==> src/logic/mavg_map.svh <==
// Constants for the moving average and overflow unit
`ifndef MAVG_MAP_SVH
`define MAVG_MAP_SVH
`define CLK_HZ 20000000
`define SAMPLE_FAST_MS 30
`define SAMPLE_SLOW_MS 500
`define LED_RED_MS 500
`define LED_BLINK_MS 100
`define AVG_CODE_RESET 4'h4
`define AVG_CODE_MAX 4'h9
`define SLOW_CODE_MIN 4'h7
`define WIN_MAX 172
`define DIV_LAST 5'h17
`define WIN_C0 8'h06
`define WIN_C1 8'h0d
`define WIN_C2 8'h14
`define WIN_C3 8'h1b
`define WIN_C4 8'h22
`define WIN_C5 8'h67
`define WIN_C6 8'hac
`define WIN_C7 8'h14
`define WIN_C8 8'h1e
`define WIN_C9 8'h28
`endif

==> src/logic/mavg_pkg.sv <==
// Types shared by the moving average and overflow unit
package mavg_pkg;
	typedef enum logic [1:0] {st_idle, st_divide, st_push} core_state_t;
	typedef enum logic [1:0] {led_red_st, led_green_st, led_off_st} led_state_t;
endpackage : mavg_pkg

==> src/logic/moving_average_overflow_unit.sv <==
// Moving average, overflow substitution and status lamp core
`include "mavg_map.svh"
module moving_average_overflow_unit
	import mavg_pkg::*;
#(
	parameter logic [23:0] FAST_CYC = 24'(`SAMPLE_FAST_MS * (`CLK_HZ / 1000)),
	parameter logic [23:0] SLOW_CYC = 24'(`SAMPLE_SLOW_MS * (`CLK_HZ / 1000)),
	parameter logic [23:0] RED_CYC = 24'(`LED_RED_MS * (`CLK_HZ / 1000)),
	parameter logic [23:0] BLINK_CYC = 24'(`LED_BLINK_MS * (`CLK_HZ / 1000))
) (
	// Clock and reset
	input wire logic clk_in,
	input wire logic rst_b_in,
	// Configuration write
	input wire logic cfg_write_in,
	input wire logic [3:0] cfg_code_in,
	input wire logic cfg_service_in,
	input wire logic signed [15:0] cfg_out_low_in,
	input wire logic signed [15:0] cfg_out_high_in,
	// Measuring range limits
	input wire logic signed [15:0] limit_low_in,
	input wire logic signed [15:0] limit_high_in,
	// Samples from the converter
	output logic sample_req_out,
	input wire logic sample_valid_in,
	input wire logic signed [15:0] sample_in,
	output logic sample_ready_out,
	// Results to the output stage
	output logic result_valid_out,
	output logic [15:0] result_out,
	input wire logic result_ready_in,
	// Status
	output logic overflow_out,
	output logic averaging_out,
	output logic led_red_out,
	output logic led_green_out
);
	function automatic logic [7:0] window_len(input logic [3:0] code);
		case (code)
			4'h0: window_len = `WIN_C0;
			4'h1: window_len = `WIN_C1;
			4'h2: window_len = `WIN_C2;
			4'h3: window_len = `WIN_C3;
			4'h4: window_len = `WIN_C4;
			4'h5: window_len = `WIN_C5;
			4'h6: window_len = `WIN_C6;
			4'h7: window_len = `WIN_C7;
			4'h8: window_len = `WIN_C8;
			default: window_len = `WIN_C9;
		endcase
	endfunction : window_len

	function automatic logic [23:0] period_cycles(input logic [3:0] code);
		period_cycles = (code >= `SLOW_CODE_MIN) ? SLOW_CYC : FAST_CYC;
	endfunction : period_cycles

	core_state_t state, next_state;
	led_state_t led, next_led;
	logic [3:0] avg_code, next_avg_code;
	logic ovf_service, next_ovf_service;
	logic signed [15:0] out_low, next_out_low, out_high, next_out_high;
	logic [7:0] count, next_count, ptr, next_ptr;
	logic signed [23:0] sum, next_sum;
	logic [15:0] mem [0:`WIN_MAX-1];
	logic mem_we;
	logic [15:0] mem_data;
	logic [23:0] quot, next_quot;
	logic [8:0] rem, next_rem, rem_try;
	logic [7:0] divisor, next_divisor;
	logic neg, next_neg;
	logic [4:0] step, next_step;
	logic [15:0] push_data, next_push_data;
	logic next_overflow, next_averaging, next_sample_ready;
	logic [23:0] tick_cnt, next_tick_cnt, led_cnt, next_led_cnt;
	logic next_sample_req;
	logic cfg_ok, cfg_clear, take, is_low, is_high;
	logic signed [23:0] s_ext, old_ext;
	logic [7:0] win;
	logic buf_ready;

	always_comb begin
		cfg_ok = cfg_write_in && (cfg_code_in <= `AVG_CODE_MAX);
		cfg_clear = cfg_ok && (cfg_code_in != avg_code);
		take = sample_valid_in && sample_ready_out && (state == st_idle);
		is_low = sample_in < limit_low_in;
		is_high = sample_in > limit_high_in;
		s_ext = 24'(sample_in);
		old_ext = 24'(signed'(mem[ptr]));
		win = window_len(avg_code);
		next_avg_code = cfg_ok ? cfg_code_in : avg_code;
		next_ovf_service = cfg_ok ? cfg_service_in : ovf_service;
		next_out_low = cfg_ok ? cfg_out_low_in : out_low;
		next_out_high = cfg_ok ? cfg_out_high_in : out_high;
		next_state = state;
		next_count = count;
		next_ptr = ptr;
		next_sum = sum;
		next_overflow = overflow_out;
		next_quot = quot;
		next_rem = rem;
		next_divisor = divisor;
		next_neg = neg;
		next_step = step;
		next_push_data = push_data;
		mem_we = 1'b0;
		mem_data = sample_in;
		rem_try = 9'h000;
		case (state)
			st_idle: begin
				if (take && (is_low || is_high)) begin
					next_overflow = 1'b1;
					next_count = 8'h00;
					next_ptr = 8'h00;
					next_sum = 24'h000000;
					if (ovf_service) begin
						next_push_data = is_low ? out_low : out_high;
					end else begin
						next_push_data = is_low ? limit_low_in : limit_high_in;
					end
					next_state = st_push;
				end else if (take) begin
					next_overflow = 1'b0;
					mem_we = 1'b1;
					if (count < win) begin
						next_sum = sum + s_ext;
						next_count = count + 8'h01;
					end else begin
						next_sum = sum + s_ext - old_ext;
					end
					next_ptr = (ptr == win - 8'h01) ? 8'h00 : ptr + 8'h01;
					next_neg = next_sum[23];
					next_quot = next_sum[23] ? 24'(-next_sum) : next_sum;
					next_rem = 9'h000;
					next_divisor = next_count;
					next_step = 5'h00;
					next_state = st_divide;
				end
			end
			st_divide: begin
				rem_try = {rem[7:0], quot[23]};
				next_quot = {quot[22:0], 1'b0};
				if (rem_try >= {1'b0, divisor}) begin
					next_rem = rem_try - {1'b0, divisor};
					next_quot[0] = 1'b1;
				end else begin
					next_rem = rem_try;
				end
				next_step = step + 5'h01;
				if (step == `DIV_LAST) begin
					next_push_data = neg ? 16'(-next_quot) : next_quot[15:0];
					next_state = st_push;
				end
			end
			default: begin
				if (buf_ready) begin
					next_state = st_idle;
				end
			end
		endcase
		if (cfg_clear) begin
			next_count = 8'h00;
			next_ptr = 8'h00;
			next_sum = 24'h000000;
		end
		next_averaging = next_count < window_len(next_avg_code);
		next_sample_ready = (next_state == st_idle);
	end

	always_ff @(posedge clk_in) begin
		if (!rst_b_in) begin
			state <= st_idle;
			avg_code <= `AVG_CODE_RESET;
			ovf_service <= 1'b0;
			out_low <= 16'h0000;
			out_high <= 16'h0000;
			count <= 8'h00;
			ptr <= 8'h00;
			sum <= 24'h000000;
			quot <= 24'h000000;
			rem <= 9'h000;
			divisor <= 8'h01;
			neg <= 1'b0;
			step <= 5'h00;
			push_data <= 16'h0000;
			overflow_out <= 1'b0;
			averaging_out <= 1'b1;
			sample_ready_out <= 1'b1;
		end else begin
			state <= next_state;
			avg_code <= next_avg_code;
			ovf_service <= next_ovf_service;
			out_low <= next_out_low;
			out_high <= next_out_high;
			count <= next_count;
			ptr <= next_ptr;
			sum <= next_sum;
			quot <= next_quot;
			rem <= next_rem;
			divisor <= next_divisor;
			neg <= next_neg;
			step <= next_step;
			push_data <= next_push_data;
			overflow_out <= next_overflow;
			averaging_out <= next_averaging;
			sample_ready_out <= next_sample_ready;
		end
	end

	always_ff @(posedge clk_in) begin
		if (mem_we) begin
			mem[ptr] <= mem_data;
		end
	end

	pair_buffer result_buf (
		.clk_in(clk_in),
		.rst_b_in(rst_b_in),
		.in_valid_in(state == st_push),
		.in_data_in(push_data),
		.in_ready_out(buf_ready),
		.out_valid_out(result_valid_out),
		.out_data_out(result_out),
		.out_ready_in(result_ready_in)
	);

	// Sample request divider and status lamp
	always_comb begin
		next_tick_cnt = tick_cnt + 24'h000001;
		next_sample_req = 1'b0;
		if (cfg_clear) begin
			next_tick_cnt = 24'h000000;
		end else if (tick_cnt >= period_cycles(avg_code) - 24'h000001) begin
			next_tick_cnt = 24'h000000;
			next_sample_req = 1'b1;
		end
		next_led = led;
		next_led_cnt = led_cnt + 24'h000001;
		case (led)
			led_red_st: begin
				if (led_cnt >= RED_CYC - 24'h000001) begin
					next_led = led_green_st;
					next_led_cnt = 24'h000000;
				end
			end
			led_green_st: begin
				next_led_cnt = 24'h000000;
				if (cfg_ok) begin
					next_led = led_off_st;
				end
			end
			default: begin
				if (cfg_ok) begin
					next_led_cnt = 24'h000000;
				end else if (led_cnt >= BLINK_CYC - 24'h000001) begin
					next_led = led_green_st;
					next_led_cnt = 24'h000000;
				end
			end
		endcase
	end

	always_ff @(posedge clk_in) begin
		if (!rst_b_in) begin
			tick_cnt <= 24'h000000;
			sample_req_out <= 1'b0;
			led <= led_red_st;
			led_cnt <= 24'h000000;
			led_red_out <= 1'b1;
			led_green_out <= 1'b0;
		end else begin
			tick_cnt <= next_tick_cnt;
			sample_req_out <= next_sample_req;
			led <= next_led;
			led_cnt <= next_led_cnt;
			led_red_out <= (next_led == led_red_st);
			led_green_out <= (next_led == led_green_st);
		end
	end
endmodule : moving_average_overflow_unit

==> src/logic/pair_buffer.sv <==
// Two-entry result buffer with valid and ready on both sides
module pair_buffer (
	// Clock and reset
	input wire logic clk_in,
	input wire logic rst_b_in,
	// Filling side
	input wire logic in_valid_in,
	input wire logic [15:0] in_data_in,
	output logic in_ready_out,
	// Draining side
	output logic out_valid_out,
	output logic [15:0] out_data_out,
	input wire logic out_ready_in
);
	logic [15:0] slot [0:1];
	logic [15:0] next_slot [0:1];
	logic rd_idx, next_rd_idx, wr_idx, next_wr_idx;
	logic [1:0] fill, next_fill;
	logic push, pop;

	always_comb begin
		push = in_valid_in && in_ready_out;
		pop = out_valid_out && out_ready_in;
		next_slot[0] = slot[0];
		next_slot[1] = slot[1];
		next_wr_idx = wr_idx;
		next_rd_idx = rd_idx;
		next_fill = fill;
		if (push) begin
			next_slot[wr_idx] = in_data_in;
			next_wr_idx = !wr_idx;
		end
		if (pop) begin
			next_rd_idx = !rd_idx;
		end
		if (push && !pop) begin
			next_fill = fill + 2'h1;
		end else if (pop && !push) begin
			next_fill = fill - 2'h1;
		end
	end

	always_ff @(posedge clk_in) begin
		if (!rst_b_in) begin
			slot[0] <= 16'h0000;
			slot[1] <= 16'h0000;
			rd_idx <= 1'b0;
			wr_idx <= 1'b0;
			fill <= 2'h0;
			in_ready_out <= 1'b1;
			out_valid_out <= 1'b0;
			out_data_out <= 16'h0000;
		end else begin
			slot[0] <= next_slot[0];
			slot[1] <= next_slot[1];
			rd_idx <= next_rd_idx;
			wr_idx <= next_wr_idx;
			fill <= next_fill;
			in_ready_out <= (next_fill != 2'h2);
			out_valid_out <= (next_fill != 2'h0);
			out_data_out <= next_slot[next_rd_idx];
		end
	end
endmodule : pair_buffer

==> config.mk <==
export PLATFORM = sky130hd
export DESIGN_NAME = moving_average_overflow_unit
export DESIGN_NICKNAME = d
export VERILOG_FILES = /design/src/logic/mavg_pkg.sv /design/src/logic/moving_average_overflow_unit.sv /design/src/logic/pair_buffer.sv
export VERILOG_INCLUDE_DIRS = /design/src /design/src/logic
export SDC_FILE = /design/constraint.sdc
export NUM_CORES = 2
export LEC_CHECK = 0
export BUFFER_PORTS_ARGS = -buffer_cell sky130_fd_sc_hd__clkbuf_2
export CAP_MARGIN = 20
export CORE_MARGIN = 2
export CORE_UTILIZATION = 40
export DETAILED_ROUTE_END_ITERATION = 7
export PLACE_DENSITY = 0.54
export SLEW_MARGIN = 30
export SYNTH_ARGS = -nofsm -noshare
export SYNTH_HDL_FRONTEND = slang
export SYNTH_HIERARCHICAL = 1
export SYNTH_SLANG_ARGS = --single-unit
export TNS_END_PERCENT = 50
==> constraint.sdc <==
create_clock -name clk_in -period 22.4 [get_ports clk_in]
set_clock_uncertainty 0.1 [all_clocks]
set_input_delay 1.12 -clock clk_in [delete_from_list [all_inputs] [get_ports clk_in]]
set_output_delay 1.12 -clock clk_in [all_outputs]
set_load 0.05 [all_outputs]
# ---- Yosys cells after proc, flatten, opt, wreduce, memory -nomap -nowiden
# Memory sizes are Yosys's and may differ from the RTL's. A register that Yosys moved wholly into a read port is not among the register bits.
# Index checks and enable logic that the tools add are counted.
dict set report word_totals {
  register_bits 219
  ram_bits 2784
  rom_bits 256
  input_bits 90
  out_inout_bits 23
  wordCells 181
  mem_count 4
}
dict set report op_classes {
  add_sub_neg 14
  n_lt_le_gt_ge 13
  eq_ne 12
  n_mux 75
  bitwise 6
  n_reduce_logical 28
}
# name words word_bits read_ports rd_ports_with_merged_regs wr line_no
set mem_list {}
lappend mem_list {mem 172 16 1 1 1 moving_average_overflow_unit.sv:64} ;# logic [15:0] mem [0:`WIN_MAX-1];
lappend mem_list {{(name not given)} 16 8 1 1 0 moving_average_overflow_unit.sv:39} ;# case (code)
lappend mem_list {{(name not given)} 16 8 1 0 0 moving_average_overflow_unit.sv:39}
lappend mem_list {result_buf.slot 2 16 2 0 2 pair_buffer.sv:15} ;# logic [15:0] slot [0:1];
# operator n
set ops {}
lappend ops {{24-bit two-way mux} 13}
lappend ops {{16-bit two-way mux} 12}
lappend ops {{8-bit two-way mux} 13}
lappend ops {{24-bit one-hot mux with 2 select lines} 2}
lappend ops {{24-bit by 1-bit adder with 24-bit output, second input constant} 2}
lappend ops {{32-bit bitwise mux} 1}
lappend ops {{32-bit two-way mux} 1}
lappend ops {{16-bit one-hot mux with 2 select lines} 1}
lappend ops {{24-bit by 16-bit adder with 24-bit output} 1}
lappend ops {{24-bit by 21-bit >= comparator with 1-bit output, second input constant} 1}
lappend ops {{24-bit >= comparator} 1}
lappend ops {{24-bit >= comparator, second input constant} 1}
lappend ops {{24-bit negator} 1}
lappend ops {{24-bit by 1-bit subtractor with 24-bit output, second input constant} 1}
lappend ops {{24-bit by 16-bit subtractor with 24-bit output} 1}
lappend ops {{2-bit two-way mux} 10}
lappend ops {{8-bit by 1-bit adder with 8-bit output, second input constant} 2}
lappend ops {{16-bit demux with 1-bit select} 1}
lappend ops {{16-bit > comparator} 1}
lappend ops {{16-bit < comparator} 1}
lappend ops {{8-bit < comparator} 2}
lappend ops {{16-bit negator} 1}
lappend ops {{8-bit one-hot mux with 2 select lines} 1}
lappend ops {{1-bit two-way mux} 13}
lappend ops {{other kinds (33)} 64}

# ---- Logic depth before layout (Yosys ltp)
dict set report depth {
  word_depth 11
  ltp_mapped 28
  mapped_depth_nobuf 20
}

# ---- Modules after synthesis
# The synthesis kept the hierarchy.
# mod instances cells_per_inst area_each_um2
set by_module_without_submodules {}
lappend by_module_without_submodules {moving_average_overflow_unit 1 6141 120220.3}
lappend by_module_without_submodules {pair_buffer 1 171 1944.4}

# ---- Worst setup path after synthesis
# Ideal clock, no wire load.
dict set report synth_timing {
  path_type {register to register}
  from {register (tool-made name)}
  to {register quot[17]}
  t_arrival_ps 6875
  required_time_ps 22178
  slack_ps 15304
  path_stages_with_launch 25
  path_buffers 7
  synth_period_minus_slack_ps 7096
  path_cell_list {dfxtp_1 buf_6 buf_6 buf_4 buf_4 clkbuf_1 buf_2 buf_2 mux4_2 mux4_2 mux2_2 mux4_2 ha_1 fa_1 nand2b_1 a21o_1 a211oi_1 a21boi_1 nand4_1 a221oi_1 nand4_1 or4b_1 nor2_1 nor3_1 o311a_1}
}
# item line_no
set synth_lines {}
lappend synth_lines {{end signal: assignment} moving_average_overflow_unit.sv:197} ;# quot <= next_quot;
lappend synth_lines {{end: declaration} moving_average_overflow_unit.sv:67} ;# logic [23:0] quot, next_quot;

==> results.toml <==
[synth]
synth.area.top_cells = "edfxtp_1 (68%), mux4_2 (16%), dfxtp_1 (4.4%)"
synth_cells = 6312
ys_top_cells_by_count = "edfxtp_1 (2752), mux4_2 (878), nor2_1 (416)"
synth_top_cell_area_share = 0.676
yosys_warnings = 6
avgSynthCellArea_um2 = 19.4
synth_seq_cells = 3019
syn_area_um2 = 122000
yosysTopAreaCell = "edfxtp_1"
ys_seq_area_frac = 0.720
synth_most_common_cell = "edfxtp_1"
synth_cell_types = 97
synth_edf_count = 2752
synth.net_count = 6534
async_flop_share = 0
yosys_most_used_dff = "edfxtp_1"

[clock_network]
post_cts_buffers = 0
clockBufferDepth = 4
htree_levels = 5
clkTransAtPathRegs_ns = 0.06
cts_tree = "yes"
clk_latency_ns = 0.94
postCtsHoldBufs = 0
ctsRootBufferMaster = "clkbuf_16"
cts_num_sinks = 3019
cts_resized = 0
cts_buffers = 325

[run_status]
status = "completed"

[setup_path]
required_ns = 23.08
critPathLaunchType = "flip-flop"
end_kind = "flip-flop"
critPathTopFamily = "multiplexers"
crit_buf_inv = 3
crit_arrival_ns = 10.20
path_cells = "buf_4 -> buf_12 -> buf_4 -> mux4_2 -> mux4_2 -> mux4_2 -> mux4_2 -> ha_1 -> fa_1 -> nand2b_1 -> a21o_1 -> a211oi_1 -> a21boi_1 -> nand4_1 -> a221oi_1 -> nand4_1 -> nor4b_2 -> a2111oi_0 -> nor4b_1 -> a21boi_1"
worst-path-max-fanout = 88
max_stage_delay_ns = 0.79
crit_path_frequent_cell = "mux4_2"
critPathKind = "flip-flop to flip-flop"
crit_path_top_delay_cell = "buf_4"

[sta]
fmax_ghz = 0.105
period_share = 0.425
final.min_clock_period_ns = 9.52
fin_ws_ns = 12.88
rsz0062_at_grt = "no"
tns_ns = 0
hold_viol_final = 0
drv_slew = 0
max_slew_margin = 0.264
tightest_slew_ns = 1.09
setup_viol = 0

[detailed_routing]
drc = 0
vias_per_cell = 5.77
wl_per_cell_um = 31.3
wirelength_um = 343000
drtIter0Drc = 7012
num_vias = 63200
firstDrtPassIters = 8
ant_nets = 0

[grt]
grt_pass1_wl_um = 483000
gr-usage-all-layers = 0.219
antenna_found_initial = 21
grt_max_degree = 115
grt_overflow_total = 0
grt_pass1_vias = 63400

[power_and_ir_drop]
p_per_area_nw_per_um2 = 86.7
ir_worst_vdd_mv = 0.0678
fin_total_pwr_w = 0.0121
leakage_nw = 43.6

[finish]
nNetsFinal = 6923
syn_to_final_growth_pct = 14.1
nFillCells = 25700
layout-drive-gt1-share = 0.267

[floorplan]
core-area_um2 = 303000
ioPinCount = 113
dieWidth_um = 557
fp.dieArea_um2 = 310000
start_util = 0.403
die_h_um = 557
rows = 202

[worst_hold_path]
hold_path.class = "input pin to flip-flop"

[place]
dp_slack_ns = 12.78
port_buffers = 112
place_congestion = 0.877
hpwlAfterDp_um = 206000

[run]
cap_violations = 0
report_power, final:
part	internal, W	leakage, nW	switching (W)	total (W)
clock	0.00300	5.05	0.00224	0.00524
sequential	0.00617	26.9	0.0000291	0.00620
combinational	0.000230	11.7	0.000426	0.000656
total	0.00939	43.6	0.00270	0.0121
kinds of logic (layout without fill, tap and decap cells):
logic type,count (synthesis),count (layout),share of synthesized area
AOI/OAI and AO/OA,551,551,0.0307
xor gates and xnor gates,129,129,0.00925
adders and majority gates,132,132,0.0137
buffers and inverters,421,1070,0.0139
DFF,3019,3019,0.720
muxes,995,995,0.172
other,0,6,0
and+or+nand+nor,1065,1065,0.0398
flip-flops by register name (all words and copies together), names as in the netlist, 4 cells and up, named ones only:
register / flops
out_high: 16
step: 5
result_buf/slot: 32
sum: 24
result_buf/out_data_out: 16
avg_code: 4
push_data: 16
win: 8
led_cnt: 24
ptr: 8
tick_cnt: 24
quot: 24
divisor: 8
rem: 8
out_low: 16
count: 8
mem: 2752
layout by cell type (no fill, tap or decap), types with 67 or more instances in the layout:
master,Yosys,routed
clkinv_1,0,73
a21oi_1,134,134
nand2_1,299,294
nand3_1,71,69
clkbuf_2,0,95
ha_1,129,129
edfxtp_1,2752,2752
clkbuf_16,0,328
dfxtp_1,267,259
mux2i_1,97,96
nor2_1,416,344
xor2_1,75,75
buf_4,4,264
o21ai_0,87,84
nor2b_1,67,67
mux4_2,878,878
inv_1,88,88
cell type report:
cell class / instances / area (µm²) / area share
clock buffer: 397 / 8510 / 0.0610
antenna: 6 / 15.0 / 0.000108
clock inverter: 190 / 1790 / 0.0128
sequential: 3019 / 88000 / 0.631
tap: 3978 / 4980 / 0.0357
timing repair buffer: 395 / 2970 / 0.0213
multi-input combinational: 2872 / 32800 / 0.235
inverter: 88 / 330 / 0.00237
per-stage QoR:
step,hold WS [ns],utilization,instance area [µm²],cells
6_report,0.348,0.460,139000,10900
5_1_grt,0.330,0.460,139000,10900
3_3_place_gp,0.340,0.425,129000,10300
4_1_cts,0.287,0.459,139000,10900
2_1_floorplan,0.330,-,122000,6312
3_5_place_dp,0.349,0.425,129000,10400
final timing paths:
| check | startpoint | slack, ns | depth (start not counted) | end |
|---|---|---|---|---|
| min reg2reg | out_low[14] | 0.36 | 2 | out_low[14] |
| max reg2reg | flip-flop | 12.88 | 20 | quot[20] |
| min | cfg_out_low_in[9] | 0.35 | 3 | out_low[9] |
| max | flip-flop | 12.88 | 20 | quot[20] |
worst register-to-register path, stage by stage (launching register included):
cell and delay, ns:
dfxtp_4 0.71, buf_4 0.73, buf_12 0.62, buf_4 0.99, mux4_2 0.63, mux4_2 0.60, mux4_2 0.55, mux4_2 0.50
ha_1 0.26, fa_1 0.46, nand2b_1 0.22, a21o_1 0.18, a211oi_1 0.30, a21boi_1 0.30, nand4_1 0.24, a221oi_1 0.56
nand4_1 0.18, nor4b_2 0.56, a2111oi_0 0.22, nor4b_1 0.37, a21boi_1 0.11
per-layer routing:
metal	global-route usage	share of wire
met4	0.0529	0.023
met3	0.0338	0.064
met2	0.353	0.48
met1	0.314	0.43
met5	0	0.000053
Power figures use the tool's default switching activity.
